`src/rtl/serdes_tx_pkg.sv`:
```
package serdes_tx_pkg;
  localparam int         WORD_BITS       = 16;
  localparam int         SYM_BITS        = 10;
  localparam int         SER_BITS        = 20;
  localparam logic [4:0] SLOT_LAST       = 5'(SER_BITS - 1);
  localparam logic [4:0] SLOT_ENC        = 5'h00;
  localparam logic [4:0] SLOT_HALF       = 5'h0A;
  localparam logic [4:0] SLOT_RESET      = 5'h00;
  localparam int         TX_LATENCY_BITS = 36;
  localparam int         PIPE_BITS       = 20;
  localparam int         DELAY_BITS      = TX_LATENCY_BITS - PIPE_BITS;
  localparam logic       RD_RESET        = 1'h0;
  localparam logic [6:0] PRBS_SEED       = 7'h7F;
  localparam logic [4:0] K28_X           = 5'h1C;
  localparam logic [5:0] K28_CODE6       = 6'h0F;

  typedef enum logic {
    MODE_DATA = 1'h0,
    MODE_PRBS = 1'h1
  } tx_mode_t;
endpackage
```
`src/rtl/enc_if.sv`:
```
`timescale 1ns/1ps
interface enc_if;
  logic [7:0] byte_in;
  logic       is_k;
  logic       rd_in;
  logic [9:0] sym;
  logic       rd_out;

  modport enc (input byte_in, is_k, rd_in, output sym, rd_out);
  modport user (output byte_in, is_k, rd_in, input sym, rd_out);
endinterface

```
`src/rtl/enc_8b10b.sv`:
```
`timescale 1ns/1ps
module enc_8b10b (
  enc_if.enc e
);
  import serdes_tx_pkg::*;

  function automatic int ones6(input logic [5:0] v);
    int n;
    n = 0;
    for (int i = 0; i < 6; i++) begin
      n += int'(v[i]);
    end
    return n;
  endfunction

  // abcdei with a in the top bit, form used at negative disparity
  function automatic logic [5:0] code6(input logic [4:0] x);
    case (x)
      5'h00: code6 = 6'h27;
      5'h01: code6 = 6'h1D;
      5'h02: code6 = 6'h2D;
      5'h03: code6 = 6'h31;
      5'h04: code6 = 6'h35;
      5'h05: code6 = 6'h29;
      5'h06: code6 = 6'h19;
      5'h07: code6 = 6'h38;
      5'h08: code6 = 6'h39;
      5'h09: code6 = 6'h25;
      5'h0A: code6 = 6'h15;
      5'h0B: code6 = 6'h34;
      5'h0C: code6 = 6'h0D;
      5'h0D: code6 = 6'h2C;
      5'h0E: code6 = 6'h1C;
      5'h0F: code6 = 6'h17;
      5'h10: code6 = 6'h1B;
      5'h11: code6 = 6'h23;
      5'h12: code6 = 6'h13;
      5'h13: code6 = 6'h32;
      5'h14: code6 = 6'h0B;
      5'h15: code6 = 6'h2A;
      5'h16: code6 = 6'h1A;
      5'h17: code6 = 6'h3A;
      5'h18: code6 = 6'h33;
      5'h19: code6 = 6'h26;
      5'h1A: code6 = 6'h16;
      5'h1B: code6 = 6'h36;
      5'h1C: code6 = 6'h0E;
      5'h1D: code6 = 6'h2E;
      5'h1E: code6 = 6'h1E;
      default: code6 = 6'h2B;
    endcase
  endfunction

  // fghj with f in the top bit, form used at negative disparity
  function automatic logic [3:0] code4(input logic [2:0] y,
                                       input logic       k,
                                       input logic       alt);
    case (y)
      3'h0: code4 = 4'hB;
      3'h1: code4 = k ? 4'h6 : 4'h9;
      3'h2: code4 = k ? 4'hA : 4'h5;
      3'h3: code4 = 4'hC;
      3'h4: code4 = 4'hD;
      3'h5: code4 = k ? 4'h5 : 4'hA;
      3'h6: code4 = k ? 4'h9 : 4'h6;
      default: code4 = (k || alt) ? 4'h7 : 4'hE;
    endcase
  endfunction

  logic [4:0] x;
  logic [2:0] y;
  logic [5:0] c6;
  logic [5:0] s6;
  logic [3:0] c4;
  logic [3:0] s4;
  logic       flip6;
  logic       flip4;
  logic       rd6;
  logic       alt;
  logic [9:0] v;
  logic [9:0] sym_v;

  always_comb begin
    x     = e.byte_in[4:0];
    y     = e.byte_in[7:5];
    c6    = (e.is_k && x == K28_X) ? K28_CODE6 : code6(x);
    flip6 = ones6(c6) != 3;
    s6    = (e.rd_in && (flip6 || x == 5'h07)) ? ~c6 : c6;
    rd6   = e.rd_in ^ flip6;
    alt   = rd6 ? (x == 5'h0B || x == 5'h0D || x == 5'h0E)
                : (x == 5'h11 || x == 5'h12 || x == 5'h14);
    c4    = code4(y, e.is_k, alt);
    flip4 = ones6({2'h0, c4}) != 2;
    s4    = (rd6 && (flip4 || e.is_k || y == 3'h3)) ? ~c4 : c4;
    v     = {s6, s4};
    for (int i = 0; i < 10; i++) begin
      sym_v[i] = v[9 - i];
    end
    e.sym    = sym_v;
    e.rd_out = rd6 ^ flip4;
  end
endmodule // enc_8b10b

```
`src/rtl/prbs7_gen.sv`:
```
`timescale 1ns/1ps
module prbs7_gen #(
  parameter int WIDTH = serdes_tx_pkg::SER_BITS
) (
  input  wire logic             clk_sys,
  input  wire logic             rstn,
  input  wire logic             step,
  output logic      [WIDTH-1:0] chunk_r
);
  import serdes_tx_pkg::*;

  logic [6:0] state_r;

  // x^7 + x^6 + 1, WIDTH steps per call, first bit in bit 0
  function automatic logic [WIDTH+6:0] run(input logic [6:0] s);
    logic [6:0]       t;
    logic [WIDTH-1:0] b;
    logic             fb;
    t = s;
    b = '0;
    for (int i = 0; i < WIDTH; i++) begin
      fb   = t[6] ^ t[5];
      b[i] = fb;
      t    = {t[5:0], fb};
    end
    return {t, b};
  endfunction

  always_ff @(posedge clk_sys or negedge rstn) begin
    if (!rstn) begin
      state_r <= PRBS_SEED;
      chunk_r <= '0;
    end else if (step) begin
      {state_r, chunk_r} <= run(state_r);
    end
  end
endmodule // prbs7_gen

```
`src/rtl/serdes_transmit_encoder.sv`:
```
`timescale 1ns/1ps
module serdes_transmit_encoder (
  input  wire logic                                clk_sys,
  input  wire logic                                rstn,
  input  wire logic [serdes_tx_pkg::WORD_BITS-1:0] parallel_transmit_bus,
  input  wire logic                                low_byte_control_select,
  input  wire logic                                high_byte_control_select,
  input  wire logic                                test_pattern_enable,
  output logic                                     word_take,
  output logic                                     reference_word_clock,
  output logic                                     serial_out
);
  import serdes_tx_pkg::*;

  localparam int lat_m1 = TX_LATENCY_BITS - 1;

  logic [4:0]            cnt_r;
  logic [4:0]            cnt_nxt;
  logic                  word_slot;
  logic                  enc_slot;
  logic [WORD_BITS-1:0]  cap_data_r;
  logic                  cap_klo_r;
  logic                  cap_khi_r;
  tx_mode_t              mode_r;
  logic                  rd_r;
  logic [SER_BITS-1:0]   enc_r;
  logic [SER_BITS-1:0]   shift_r;
  logic [SER_BITS-1:0]   prbs_chunk;
  logic [DELAY_BITS-1:0] dly_r;
  logic                  ref_clk_r;

  enc_if lo_if ();
  enc_if hi_if ();

  function automatic int ones_of(input logic [SER_BITS-1:0] v);
    int n;
    n = 0;
    for (int i = 0; i < SER_BITS; i++) begin
      n += int'(v[i]);
    end
    return n;
  endfunction

  // true when every bit from the eighth on follows x^7 + x^6 + 1
  function automatic logic prbs_ok(input logic [SER_BITS-1:0] v);
    logic ok;
    ok = 1'h1;
    for (int i = 7; i < SER_BITS; i++) begin
      ok &= v[i] == (v[i-7] ^ v[i-6]);
    end
    return ok;
  endfunction

  // word slot timing: one serial bit per clock, 20 per word
  always_comb begin
    cnt_nxt = (cnt_r == SLOT_LAST) ? SLOT_RESET : cnt_r + 5'h01;
  end

  assign word_slot = cnt_r == SLOT_LAST;
  assign enc_slot  = cnt_r == SLOT_ENC;
  assign word_take = word_slot;

  always_ff @(posedge clk_sys or negedge rstn) begin
    if (!rstn) begin
      cnt_r <= SLOT_LAST;
    end else begin
      cnt_r <= cnt_nxt;
    end
  end

  // word clock seen by the partner, high for the first half slot
  always_ff @(posedge clk_sys or negedge rstn) begin
    if (!rstn) begin
      ref_clk_r <= 1'h0;
    end else begin
      ref_clk_r <= cnt_nxt < SLOT_HALF;
    end
  end

  assign reference_word_clock = ref_clk_r;

  // capture of the parallel word and both control selects
  always_ff @(posedge clk_sys or negedge rstn) begin
    if (!rstn) begin
      cap_data_r <= '0;
      cap_klo_r  <= 1'h0;
      cap_khi_r  <= 1'h0;
    end else if (word_slot) begin
      cap_data_r <= parallel_transmit_bus;
      cap_klo_r  <= low_byte_control_select;
      cap_khi_r  <= high_byte_control_select;
    end
  end

  // mode changes only on word boundaries
  always_ff @(posedge clk_sys or negedge rstn) begin
    if (!rstn) begin
      mode_r <= MODE_DATA;
    end else if (word_slot) begin
      mode_r <= test_pattern_enable ? MODE_PRBS : MODE_DATA;
    end
  end

  // two byte encoders, high one fed the low one's disparity, chained low to high
  assign lo_if.byte_in = cap_data_r[7:0];
  assign lo_if.is_k    = cap_klo_r;
  assign lo_if.rd_in   = rd_r;
  assign hi_if.byte_in = cap_data_r[15:8];
  assign hi_if.is_k    = cap_khi_r;
  assign hi_if.rd_in   = lo_if.rd_out;

  enc_8b10b u_enc_lo (
    .e (lo_if.enc)
  );

  enc_8b10b u_enc_hi (
    .e (hi_if.enc)
  );

  prbs7_gen #(
    .WIDTH (SER_BITS)
  ) u_prbs (
    .clk_sys (clk_sys),
    .rstn    (rstn),
    .step    (enc_slot),
    .chunk_r (prbs_chunk)
  );

  // running disparity, held while the test pattern runs
  always_ff @(posedge clk_sys or negedge rstn) begin
    if (!rstn) begin
      rd_r <= RD_RESET;
    end else if (enc_slot && mode_r == MODE_DATA) begin
      rd_r <= hi_if.rd_out;
    end
  end

  // serialiser input register: encoded pair or test pattern
  always_ff @(posedge clk_sys or negedge rstn) begin
    if (!rstn) begin
      enc_r <= '0;
    end else if (enc_slot) begin
      if (mode_r == MODE_PRBS) begin
        enc_r <= prbs_chunk;
      end else begin
        enc_r <= {hi_if.sym, lo_if.sym};
      end
    end
  end

  // shifter, low symbol bit 0 first
  always_ff @(posedge clk_sys or negedge rstn) begin
    if (!rstn) begin
      shift_r <= '0;
    end else if (word_slot) begin
      shift_r <= enc_r;
    end else begin
      shift_r <= shift_r >> 1;
    end
  end

  // fixed delay line that sets the transmit latency
  always_ff @(posedge clk_sys or negedge rstn) begin
    if (!rstn) begin
      dly_r <= '0;
    end else begin
      dly_r <= {dly_r[DELAY_BITS-2:0], shift_r[0]};
    end
  end

  assign serial_out = dly_r[DELAY_BITS-1];
endmodule // serdes_transmit_encoder

```
`config.mk`:
```
export PLATFORM = sky130hd
export DESIGN_NAME = serdes_transmit_encoder
export DESIGN_NICKNAME = d
export VERILOG_FILES = /design/src/rtl/serdes_tx_pkg.sv /design/src/rtl/enc_if.sv /design/src/rtl/enc_8b10b.sv /design/src/rtl/prbs7_gen.sv /design/src/rtl/serdes_transmit_encoder.sv
export SDC_FILE = /design/constraint.sdc
export NUM_CORES = 1
export LEC_CHECK = 0
export CELL_PAD_IN_SITES_DETAIL_PLACEMENT = 1
export CELL_PAD_IN_SITES_GLOBAL_PLACEMENT = 1
export CORE_MARGIN = 4
export CORE_UTILIZATION = 30
export CTS_CLUSTER_DIAMETER = 150
export DETAILED_ROUTE_END_ITERATION = 12
export DONT_BUFFER_PORTS = 1
export HOLD_SLACK_MARGIN = 0.1
export PLACE_DENSITY_LB_ADDON = 0.1
export REMOVE_ABC_BUFFERS = 1
export SLEW_MARGIN = 40
export SYNTH_ARGS = -nofsm -noshare
export SYNTH_HDL_FRONTEND = slang
export SYNTH_HIERARCHICAL = 1
export SYNTH_SLANG_ARGS = --single-unit
```
`constraint.sdc`:
```
create_clock -name clk_sys -period 8.5 [get_ports clk_sys]
set_clock_uncertainty 0.1 [all_clocks]
set_input_delay 0.425 -clock clk_sys [delete_from_list [all_inputs] [get_ports clk_sys]]
set_output_delay 0.425 -clock clk_sys [all_outputs]
set_load 0.005 [all_outputs]
```
==> summary.md, run 1 <==
| Metric | Value |
|---|---|
| Status | completed |
| Hold depth | 1 |
| # rows | 52 |
| Crit path buf inv count | 6 |
| Worst min path class | input pin to flop |
| Syn Area/Cell | 10.8 um^2 |
| Worst-Margin Slew | 0.751 ns |
| Hold EP | cap_data_r[9] |
| Final ANT Viol Nets | 0 |
| Setup TNS | 0 ns |
| Initial detailed-routing violation count | between 100 and 150 |
| Root buffer selected by CTS | clkbuf_16 |
| GP Congestion | 0.759 |
| Deepest clock path buffer count | 2 |
| Most frequent cells in the layout | dfrtp_1 (97), nor2_1 (57), a21oi_1 (47) |
| Dominant synthesized flop cell | dfrtp_1 |
| Diodes inserted | 0 |
| Worst R2R Start | cap_data_r[1] |
| Number of synthesized flops with an enable pin | 0 |
| Skew-Pair Late Insertion Delay | 0.36 ns |
| Worst path most repeated cell | fa_1 |
| GRT Resource Usage Total | 11.7% |
| Initial antenna violation count | 0 |
| Crit path DAT | ~8 ns |
| Commonest non-fill, non-tap cell in the layout | dfrtp_1 |
| Final setup fails | 0 |
| # DRC | 0 |
| # fillers | 2275 |
| CORE AREA | slightly above 0.02 mm^2 |
| Reg2Reg Depth | 36 |
| H-tree depth | 3 |
| Routed vias/inst | 4.72 |
| First-pass GRT wire length | roughly 22000 um |
| Share of cells above drive strength 1 | 21.8% |
| Nets | 641 |
| Largest net degree at the start of global routing | 110 |
| Slew headroom | 49.9% |
| Die X | 152 um |
| Worst vdd ir | 0.105 mV |
| FMAX | approximately 120 MHz |
| Vias in the first global route | 4264 |
| TritonCTS buffer count | 9 |
| Syn Inst Count | around 580 |
| Cell with the largest stage delay on the worst path | fa_1 |
| Post-Place Cells | 820 |
| Kind of critical path | flop to flop |
| Initial Util | 30.6% |
| Gr ovfl total | 0 |
| Post-synth design cell area | 0.00622 mm^2 |
| R2r endpoint | enc_r[19] |
| Area of the multi-input gates | roughly 0.0032 mm^2 |
| YS warnings | 6 |
| Crit start category | flop |
| Min cycle time layout | slightly above 8 ns |
| Synth cell types | 62 |
| CTS tree | done |
| Sequential area share after synthesis | approximately 44% |
| Clock tree sinks | around 110 |
| Crit path max fanout | 5 |
| Delay-heaviest family, CP | adder cells |
| Worst hold slack | 0.118 ns |
| Max_cap viols | 0 |
| Synth-to-layout area growth | 14.1% |
| Final Hold Vio Count | 0 |
| Die H | around 150 um |
| Hold_sp | parallel_transmit_bus[9] |
| Max Slew Vio Count | 0 |
| Routed via count | roughly 4100 |
| CP Capture Type | flop |
| WL final | approximately 13000 um |
| Clock transition at path regs | 0.08 ns |
| Worst R2R Setup Slack | 0.41 ns |
| Synth Register Bits | 109 |
| Port Buffer Count | 0 |
| Post-route insts no fill | 863 |
| Wire per inst | ~15 um |
| Pleak | just over 3 nW |
| Detailed Routing Iterations Pass 1 | 4 |
| CP max stage delay | between 0.5 and 0.6 ns |
| Pwr Density | between 200 and 250 mW/mm^2 |
| Register Area | 0.00274 mm^2 |
| Post-synth ARST share | 100% |
| Final period util | 95.2% |
| Worst path required time | between 8 and 9 ns |
| Ports | 24 |
| Full die area | 0.0231 mm^2 |
| Detailed placement HPWL | around 8800 um |
[worst max path at each step]
stage | start | to | slack (ns) | cells past startpoint
after detailed placement | cap_data_r[1] | enc_r[19] | 0.002 | 34
after CTS | cap_data_r[1] | enc_r[16] | 0.04 | 34
final | cap_data_r[1] | enc_r[19] | 0.41 | 36
after global routing | cap_data_r[0] | enc_r[19] | -0.11 | 36
after global placement | cap_data_r[0] | enc_r[18] | 0.31 | 33
after floorplan | cap_data_r[0] | enc_r[19] | 0.10 | 33
[cells in the mapped netlist, types with 2 or more instances]
cell       instances  area [um^2]
dfstp_2           10          263
a21boi_0           3         22.5
a31o_2             2         17.5
buf_2             18         90.1
nand2b_1          10         62.6
nand3_1           10         50.1
dfrtp_1           99         2480
clkbuf_1           6         22.5
nor2b_1            9         56.3
a31oi_1            2         12.5
mux2_2            36          405
mux4_2             2         45.0
xnor2_1           34          298
fa_1               8          160
o31ai_1            2         15.0
a311oi_1           2         17.5
a2111oi_2          2         30.0
nor2_1            58          218
mux2_1             6         67.6
buf_6              9          101
a221o_1            3         30.0
a211oi_1           3         22.5
o22ai_1            3         18.8
mux2_4             2         30.0
buf_4              5         37.5
o21ai_0           15         75.1
o211ai_1           2         15.0
and3_1             2         12.5
a22o_1             3         26.3
inv_1             24         90.1
xor2_1            21          184
nor3_1             5         25.0
nand3b_1           3         22.5
o21ai_1            2         10.0
nand2_1           29          109
ha_1              24          300
a2111oi_0          2         17.5
mux2i_1           28          280
a21oi_1           48          240
[where the power goes]
part	leakage [nW]	internal, W	switching, W
Combinational	1.53	0.000245	0.000257
Clock	0.154	0.000215	0.000228
Sequential	1.37	0.000588	0.0000409
Total	3.05	0.00105	0.000526
[registers in the layout (all words and copies together), names as in the netlist, 5 cells and up]
name,flops
shift_r,20
u_prbs/chunk_r,20
enc_r,20
cnt_r,5
u_prbs/state_r,7
cap_data_r,16
dly_r,16
[layout make-up]
type | instances | area share, %
Multi-Input combinational cell | 401 | 45.3
Clock buffer | 9 | 3.17
Clock inverter | 7 | 1.32
Tap cell | 270 | 4.76
Timing Repair Buffer | 42 | 5.43
Sequential cell | 109 | 38.6
Inverter | 25 | 1.36
[metrics by stage]
step / setup WS, ns / util, % / cell area, um^2 / total power [W]
CTS: 0.0426 / 34.2 / 6940 / 0.00157
global placement: 0.314 / 31.6 / 6410 / 0.00108
global route: -0.112 / 35.0 / 7100 / 0.00169
detailed placement: 0.00174 / 31.6 / 6410 / 0.00109
finish: 0.409 / 35.0 / 7100 / 0.00157
floorplan: 0.103 / - / 5960 / 0.000949
[cells by family after synthesis]
| logic type | Yosys count | share of synthesized area (%) |
|---|---|---|
| fa+ha+maj | 32 | 7.40 |
| mux | 74 | 13.3 |
| buf+inv | 65 | 5.73 |
| compound gates | 103 | 10.9 |
| xor+xnor | 56 | 8.15 |
| simple gates | 136 | 10.5 |
| flops | 109 | 44.1 |
[worst register-to-register path: cells and delay by family (launching register included)]
kind / cells / cell delay, ns
buffers and inverters: 6 / 0.48
xor gates and xnor gates: 3 / 0.70
AOI/OAI and AO/OA: 5 / 0.91
and+or+nand+nor: 7 / 1.22
adders and majority gates: 11 / 3.33
DFF: 1 / 0.37
muxes: 4 / 0.84
[repair_timing]
item                                   in CTS  in global routing
endpoints found under the hold margin     125                  0
resized for setup                           2                 26
setup endpoints to repair                   4                  5
hold buffers                               18                  0
buffers inserted                            0                  9
pin swaps                                   0                 16
[metal layers]
metal  share of wire, %  up-vias  track usage, %  wire (um)
met2                 49       28            19.0       6450
met1                 48     2064            16.0       6390
li1                   -     1977               -          -
met3                2.1        8            2.33        277
met5                  0        -               0          0
met4               0.88        0            3.08        117
No activity file was read; power rests on OpenSTA's default activity.
==> inputs of run 2 (changes only) <==
- ABC_AREA: unset -> 1
- GPL_ROUTABILITY_DRIVEN: unset -> 1
==> summary.md, run 2 <==
| Metric | Value |
|---|---|
| Status | completed |
| # rows | 52 |
| Initial detailed-routing violation count | 157 |
| Top Registers | enc_r (20), shift_r (20), u_prbs/chunk_r (20) |
| Crit path max fanout | 6 |
| Commonest non-fill, non-tap cell in the layout | nand2_1 |
| Clock transition at path regs | 0.08 ns |
| Sequential power share | 38.1% |
| # DRC | 0 |
| Pleak | 3.57 nW |
| Clk pwr share | 28.6% |
| Dominant synthesized flop cell | dfrtp_1 |
| Gr ovfl total | 0 |
| CP Capture Type | flop |
| Syn Area/Cell | 8.09 um^2 |
| GP Congestion | 0.847 |
| Top post-synthesis cells by count | nand2_1 (260), dfrtp_1 (99), inv_1 (98) |
| Synth top area share | 39.3% |
| CTS tree | done |
| Worst-Margin Slew | between 0.7 and 0.8 ns |
| Number of synthesized flops with an enable pin | 0 |
| Root buffer selected by CTS | clkbuf_16 |
| Syn Inst Count | 779 |
| Min cycle time layout | roughly 7.9 ns |
| Worst vdd ir | about 0.1 mV |
| Final period util | 93.4% |
| Synth-to-layout area growth | 13.9% |
| CP max stage delay | 0.55 ns |
| Routed via count | 4930 |
| Kind of critical path | flop to flop |
| Diodes inserted | 0 |
| Pwr Density | 225 mW/mm^2 |
| Top post-synthesis cells by area | dfrtp_1 (39%), nand2_1 (15%), inv_1 (5.8%) |
| Vias in the first global route | 5286 |
| Final setup fails | 0 |
| CORE AREA | between 0.02 and 0.025 mm^2 |
| Combinational share of power | around a third |
| Setup ws final | 0.565 ns |
| Psw | 0.000574 W |
| H-tree depth | 3 |
| Largest net degree at the start of global routing | 110 |
| Pwr Total | ~0.0016 W |
| Crit path DAT | 8.12 ns |
| TritonCTS buffer count | 9 |
| Detailed placement HPWL | 10500 um |
| Post-synth ARST share | 100% |
| Final ANT Viol Nets | 0 |
| Initial Util | 30.8% |
| Worst path most repeated cell | inv_1 |
| GRT Resource Usage Total | around 13% |
| Sequential area share after synthesis | 43.5% |
| Worst path required time | 8.68 ns |
| Reg2Reg Depth | 46 |
| Deepest clock path buffer count | 2 |
| Die H | between 150 and 200 um |
| Routed vias/inst | around 4.6 |
| Full die area | 0.0234 mm^2 |
| Clock tree sinks | 109 |
| Yosys top cell by area | dfrtp_1 |
| Slew headroom | 49.3% |
| Max Slew Vio Count | 0 |
| Most frequent cell after synthesis | nand2_1 |
| Wire per inst | around 14 um |
| Final Hold Vio Count | 0 |
| Cell with the largest stage delay on the worst path | fa_1 |
| Initial antenna violation count | 0 |
| Internal cell power | ~0.0010 W |
| Die X | between 150 and 200 um |
| Port Buffer Count | 0 |
| Most frequent cells in the layout | nand2_1 (253), dfrtp_1 (95), inv_1 (94) |
| Post-synth design cell area | 0.00630 mm^2 |
| YS warnings | 6 |
| Crit start category | flop |
| Sw Share | around 36% |
| Worst min path class | flop to flop |
| Skew-Pair Late Insertion Delay | 0.35 ns |
| Detailed Routing Iterations Pass 1 | 4 |
| Nets | 849 |
| WL final | 15200 um |
| Worst R2R Setup Slack | roughly 0.56 ns |
| Share of cells above drive strength 1 | 16.0% |
| FMAX | 126 MHz |
| Synth Register Bits | 109 |
| Synth cell types | 42 |
| First-pass GRT wire length | 26200 um |
| Hold depth | 0 |
| Dpl ws | -0.152 ns |
| Max_cap viols | 0 |
| Ports | 24 |
[run 2: layout make-up]
cell class	instances	area [um^2]
inverter	108	408
tap	270	338
clock inverter	7	97.6
fill	2512	13300
clock buffer	9	225
sequential	109	2750
multi-input combinational	534	3040
timing repair buffer	34	325
[run 2: worst paths after layout]
kind	start	to
hold / removal	dly_r[6]	dly_r[7]
min in group asynchronous	rstn	cap_data_r[2]
setup reg to reg	cap_data_r[1]	enc_r[18]
max in group asynchronous	rstn	u_prbs/state_r[5]
hold reg to reg	dly_r[6]	dly_r[7]
setup / recovery	cap_data_r[1]	enc_r[18]
[run 2: worst max-delay path: cells and delay by family, from the launching register on]
family          cells  cell delay (ns)
flops               1             0.42
compound gates      5             0.65
fa+ha+maj          11             3.85
simple gates       18             1.81
xor+xnor            2             0.36
buf+inv            10             0.64
[run 2: power by group through the flow]
stage | registers (W) | clock network, W | logic (W)
2_1_floorplan | 0.000618 | 0 | 0.000343
3_3_place_gp | 0.000624 | 0 | 0.000451
3_5_place_dp | 0.000627 | 0 | 0.000463
4_1_cts | 0.000617 | 0.000484 | 0.000489
5_1_grt | 0.000624 | 0.000504 | 0.000625
6_report | 0.000616 | 0.000461 | 0.000537
[run 2: what timing repair did]
item,in CTS,in global routing
gates resized for setup,3,32
pin swaps,0,7
endpoints found under the hold margin,128,0
setup buffers,0,10
hold buffers,21,0
setup endpoints to repair,4,5
[run 2: metal layers]
layer / up-vias / part of all wire, % / track usage, % / wire length [um]
met5: - / 0 / 0 / 0
met4: 0 / 1.3 / 3.35 / 196
met3: 16 / 2.3 / 2.32 / 346
met2: 46 / 50 / 23.3 / 7600
met1: 2389 / 47 / 17.4 / 7080
li1: 2479 / - / - / -
[run 2: per-stage QoR]
step	TNS [ns]	hold WS (ns)	util (%)	std cells	instance area [um^2]
2_1_floorplan	0	0.0294	-	751	6100
3_3_place_gp	0	0.0322	31.6	1024	6460
3_5_place_dp	-0.502	0.0331	31.6	1024	6460
4_1_cts	0	0.255	34.4	1061	7020
5_1_grt	-0.116	0.259	35.1	1071	7180
6_report	0	0.251	35.1	1071	7180
[run 2: cell families (layout without fill, tap and decap cells)]
| group | Yosys count | in the layout | share of synthesized area (%) |
|---|---|---|---|
| AND/OR/NAND/NOR | 366 | 366 | 24.8 |
| XOR/XNOR | 23 | 23 | 3.20 |
| flip-flops | 109 | 109 | 43.5 |
| buffers and inverters | 136 | 158 | 9.67 |
| AO/OA/AOI/OAI | 113 | 113 | 11.6 |
| adder cells (fa/ha/maj) | 32 | 32 | 7.31 |
==> inputs of run 3 (changes only) <==
- clock period: 8.5 -> 8.55 ns (I/O delays scaled with it)
==> summary.md, run 3 (synthesis results as in run 2) <==
| Metric | Value |
|---|---|
| Max_cap viols | 0 |
| Initial detailed-routing violation count | 131 |
| Slew headroom | 51.6% |
| FMAX | 125 MHz |
| Detailed placement HPWL | 10600 um |
| Most frequent cells in the layout | nand2_1 (255), dfrtp_1 (96), inv_1 (93) |
| Crit start category | flop |
| Deepest clock path buffer count | 2 |
| Die X | 153 um |
| Utilization after layout | about a third |
| Setup TNS | 0 ns |
| R2r endpoint | enc_r[18] |
| Final ANT Viol Nets | 0 |
| Synth-to-layout area growth | 13.7% |
| Kind of critical path | flop to flop |
| Largest net degree at the start of global routing | 110 |
| Reg2Reg Depth | 47 |
| Min cycle time layout | approximately 8.0 ns |
| Initial Util | 30.8% |
| Last element of the critical path | enc_r[18] |
| Ports | 24 |
| Commonest non-fill, non-tap cell in the layout | nand2_1 |
| Met3 wire length | 340 um |
| Die H | 153 um |
| # rows | between 50 and 60 |
| Worst R2R Start | cap_data_r[0] |
| Share of cells above drive strength 1 | 15.7% |
| Clock tree sinks | 109 |
| GP Congestion | between 0.8 and 0.9 |
| Detailed Routing Iterations Pass 1 | 4 |
| Post-Place Cells | approximately 1000 |
| Delay-heaviest family, CP | adder cells |
| First-pass GRT wire length | 26300 um |
| CTS tree | done |
| Worst path required time | 8.73 ns |
| GRT Resource Usage Total | between 10% and 20% |
| Initial antenna violation count | 0 |
| Worst-Margin Slew | 0.725 ns |
| WL met2 | just under 8000 um |
| Register Area | 0.00274 mm^2 |
| Crit path max fanout | 6 |
| Top Registers | enc_r (20), shift_r (20), u_prbs/chunk_r (20) |
| Final setup fails | 0 |
| Skew-Pair Late Insertion Delay | 0.35 ns |
| Max Slew Vio Count | 0 |
| Routed via count | 5016 |
| Pwr Density | 217 mW/mm^2 |
| Worst R2R Setup Slack | 0.56 ns |
| TritonCTS buffer count | 9 |
| Dpl ws | -0.0970 ns |
| Routed vias/inst | 4.68 |
| Highest layer used for signal routing | met4 |
| Crit path DAT | approximately 8.2 ns |
| Crit path buf inv count | 11 |
| Root buffer selected by CTS | clkbuf_16 |
| Diodes inserted | 0 |
| CP Depth | between 40 and 50 |
| Wire per inst | 14.3 um |
| Gr ovfl total | 0 |
| WL final | 15400 um |
| CORE AREA | 0.0204 mm^2 |
| Cell with the largest stage delay on the worst path | fa_1 |
| Vias in the first global route | ~5300 |
| Nets | 850 |
| Met1 WL | 7070 um |
| Pleak | 3.56 nW |
| Worst vdd ir | ~0.11 mV |
| Area of the multi-input gates | 0.00304 mm^2 |
| Clock transition at path regs | 0.08 ns |
| Final period util | 93.5% |
| Worst min path class | flop to flop |
| Full die area | roughly 0.023 mm^2 |
| Setup ws final | 0.556 ns |
| # DRC | 0 |
| Port Buffer Count | 0 |
| Crit path from | cap_data_r[0] |
| CP Capture Type | flop |
| Status | completed |
| CP max stage delay | 0.55 ns |
| H-tree depth | 3 |
| Post-route insts no fill | 1072 |
| # fillers | 2503 |
| Final Hold Vio Count | 0 |
-- run 3: worst min path at each step --
stage                        start       endpoint  slack [ns]  cells past startpoint
after floorplan               rstn  cap_data_r[0]        0.03                      0
final                     dly_r[6]       dly_r[7]        0.25                      0
after detailed placement      rstn  cap_data_r[2]        0.04                      0
after global placement        rstn  cap_data_r[2]        0.03                      0
after CTS                 dly_r[0]       dly_r[1]        0.26                      0
after global routing      dly_r[0]       dly_r[1]        0.26                      0
-- run 3: metal layers --
metal	up-vias	global-route usage [%]
met2	48	23.6
met1	2472	17.4
li1	2478	-
met4	0	3.69
met3	18	2.32
met5	-	0
-- run 3: final cells by class --
| class | instances | area share (%) |
|---|---|---|
| clock buffers | 9 | 3.14 |
| clock inverters | 7 | 1.01 |
| inverters | 108 | 5.73 |
| multi-input cells | 534 | 42.5 |
| flip-flops and latches | 109 | 38.3 |
| well taps | 270 | 4.72 |
| repair buffers | 35 | 4.65 |
-- run 3: what timing repair did --
item	in CTS	in global routing
endpoints found under the setup margin	4	5
pin swaps	0	7
buffers inserted	0	11
endpoints found under the hold margin	128	0
resized for setup	2	28
hold buffers	21	0
-- run 3: where the power goes --
| group | switching [W] | leakage, nW | internal (W) |
|---|---|---|---|
| Clock | 0.000218 | 0.143 | 0.000208 |
| Sequential | 0.0000291 | 1.39 | 0.000583 |
| Combinational | 0.000315 | 2.03 | 0.000205 |
-- run 3: metrics by stage --
stage | power, W | instance area (um^2) | hold slack [ns]
final | 0.00156 | 7160 | 0.252
after global routing | 0.00170 | 7160 | 0.259
after CTS | 0.00155 | 6990 | 0.255
after detailed placement | 0.00108 | 6460 | 0.0355
after global placement | 0.00107 | 6460 | 0.0347
after floorplan | 0.000956 | 6100 | 0.0319
-- run 3: worst reg2reg max path, delay by kind of cell, from the launching register on --
kind            cells  cell delay, ns
simple gates       18            1.88
flops               1            0.47
buf+inv            11            0.74
fa+ha+maj          11            3.79
xor+xnor            2            0.36
compound gates      5            0.60
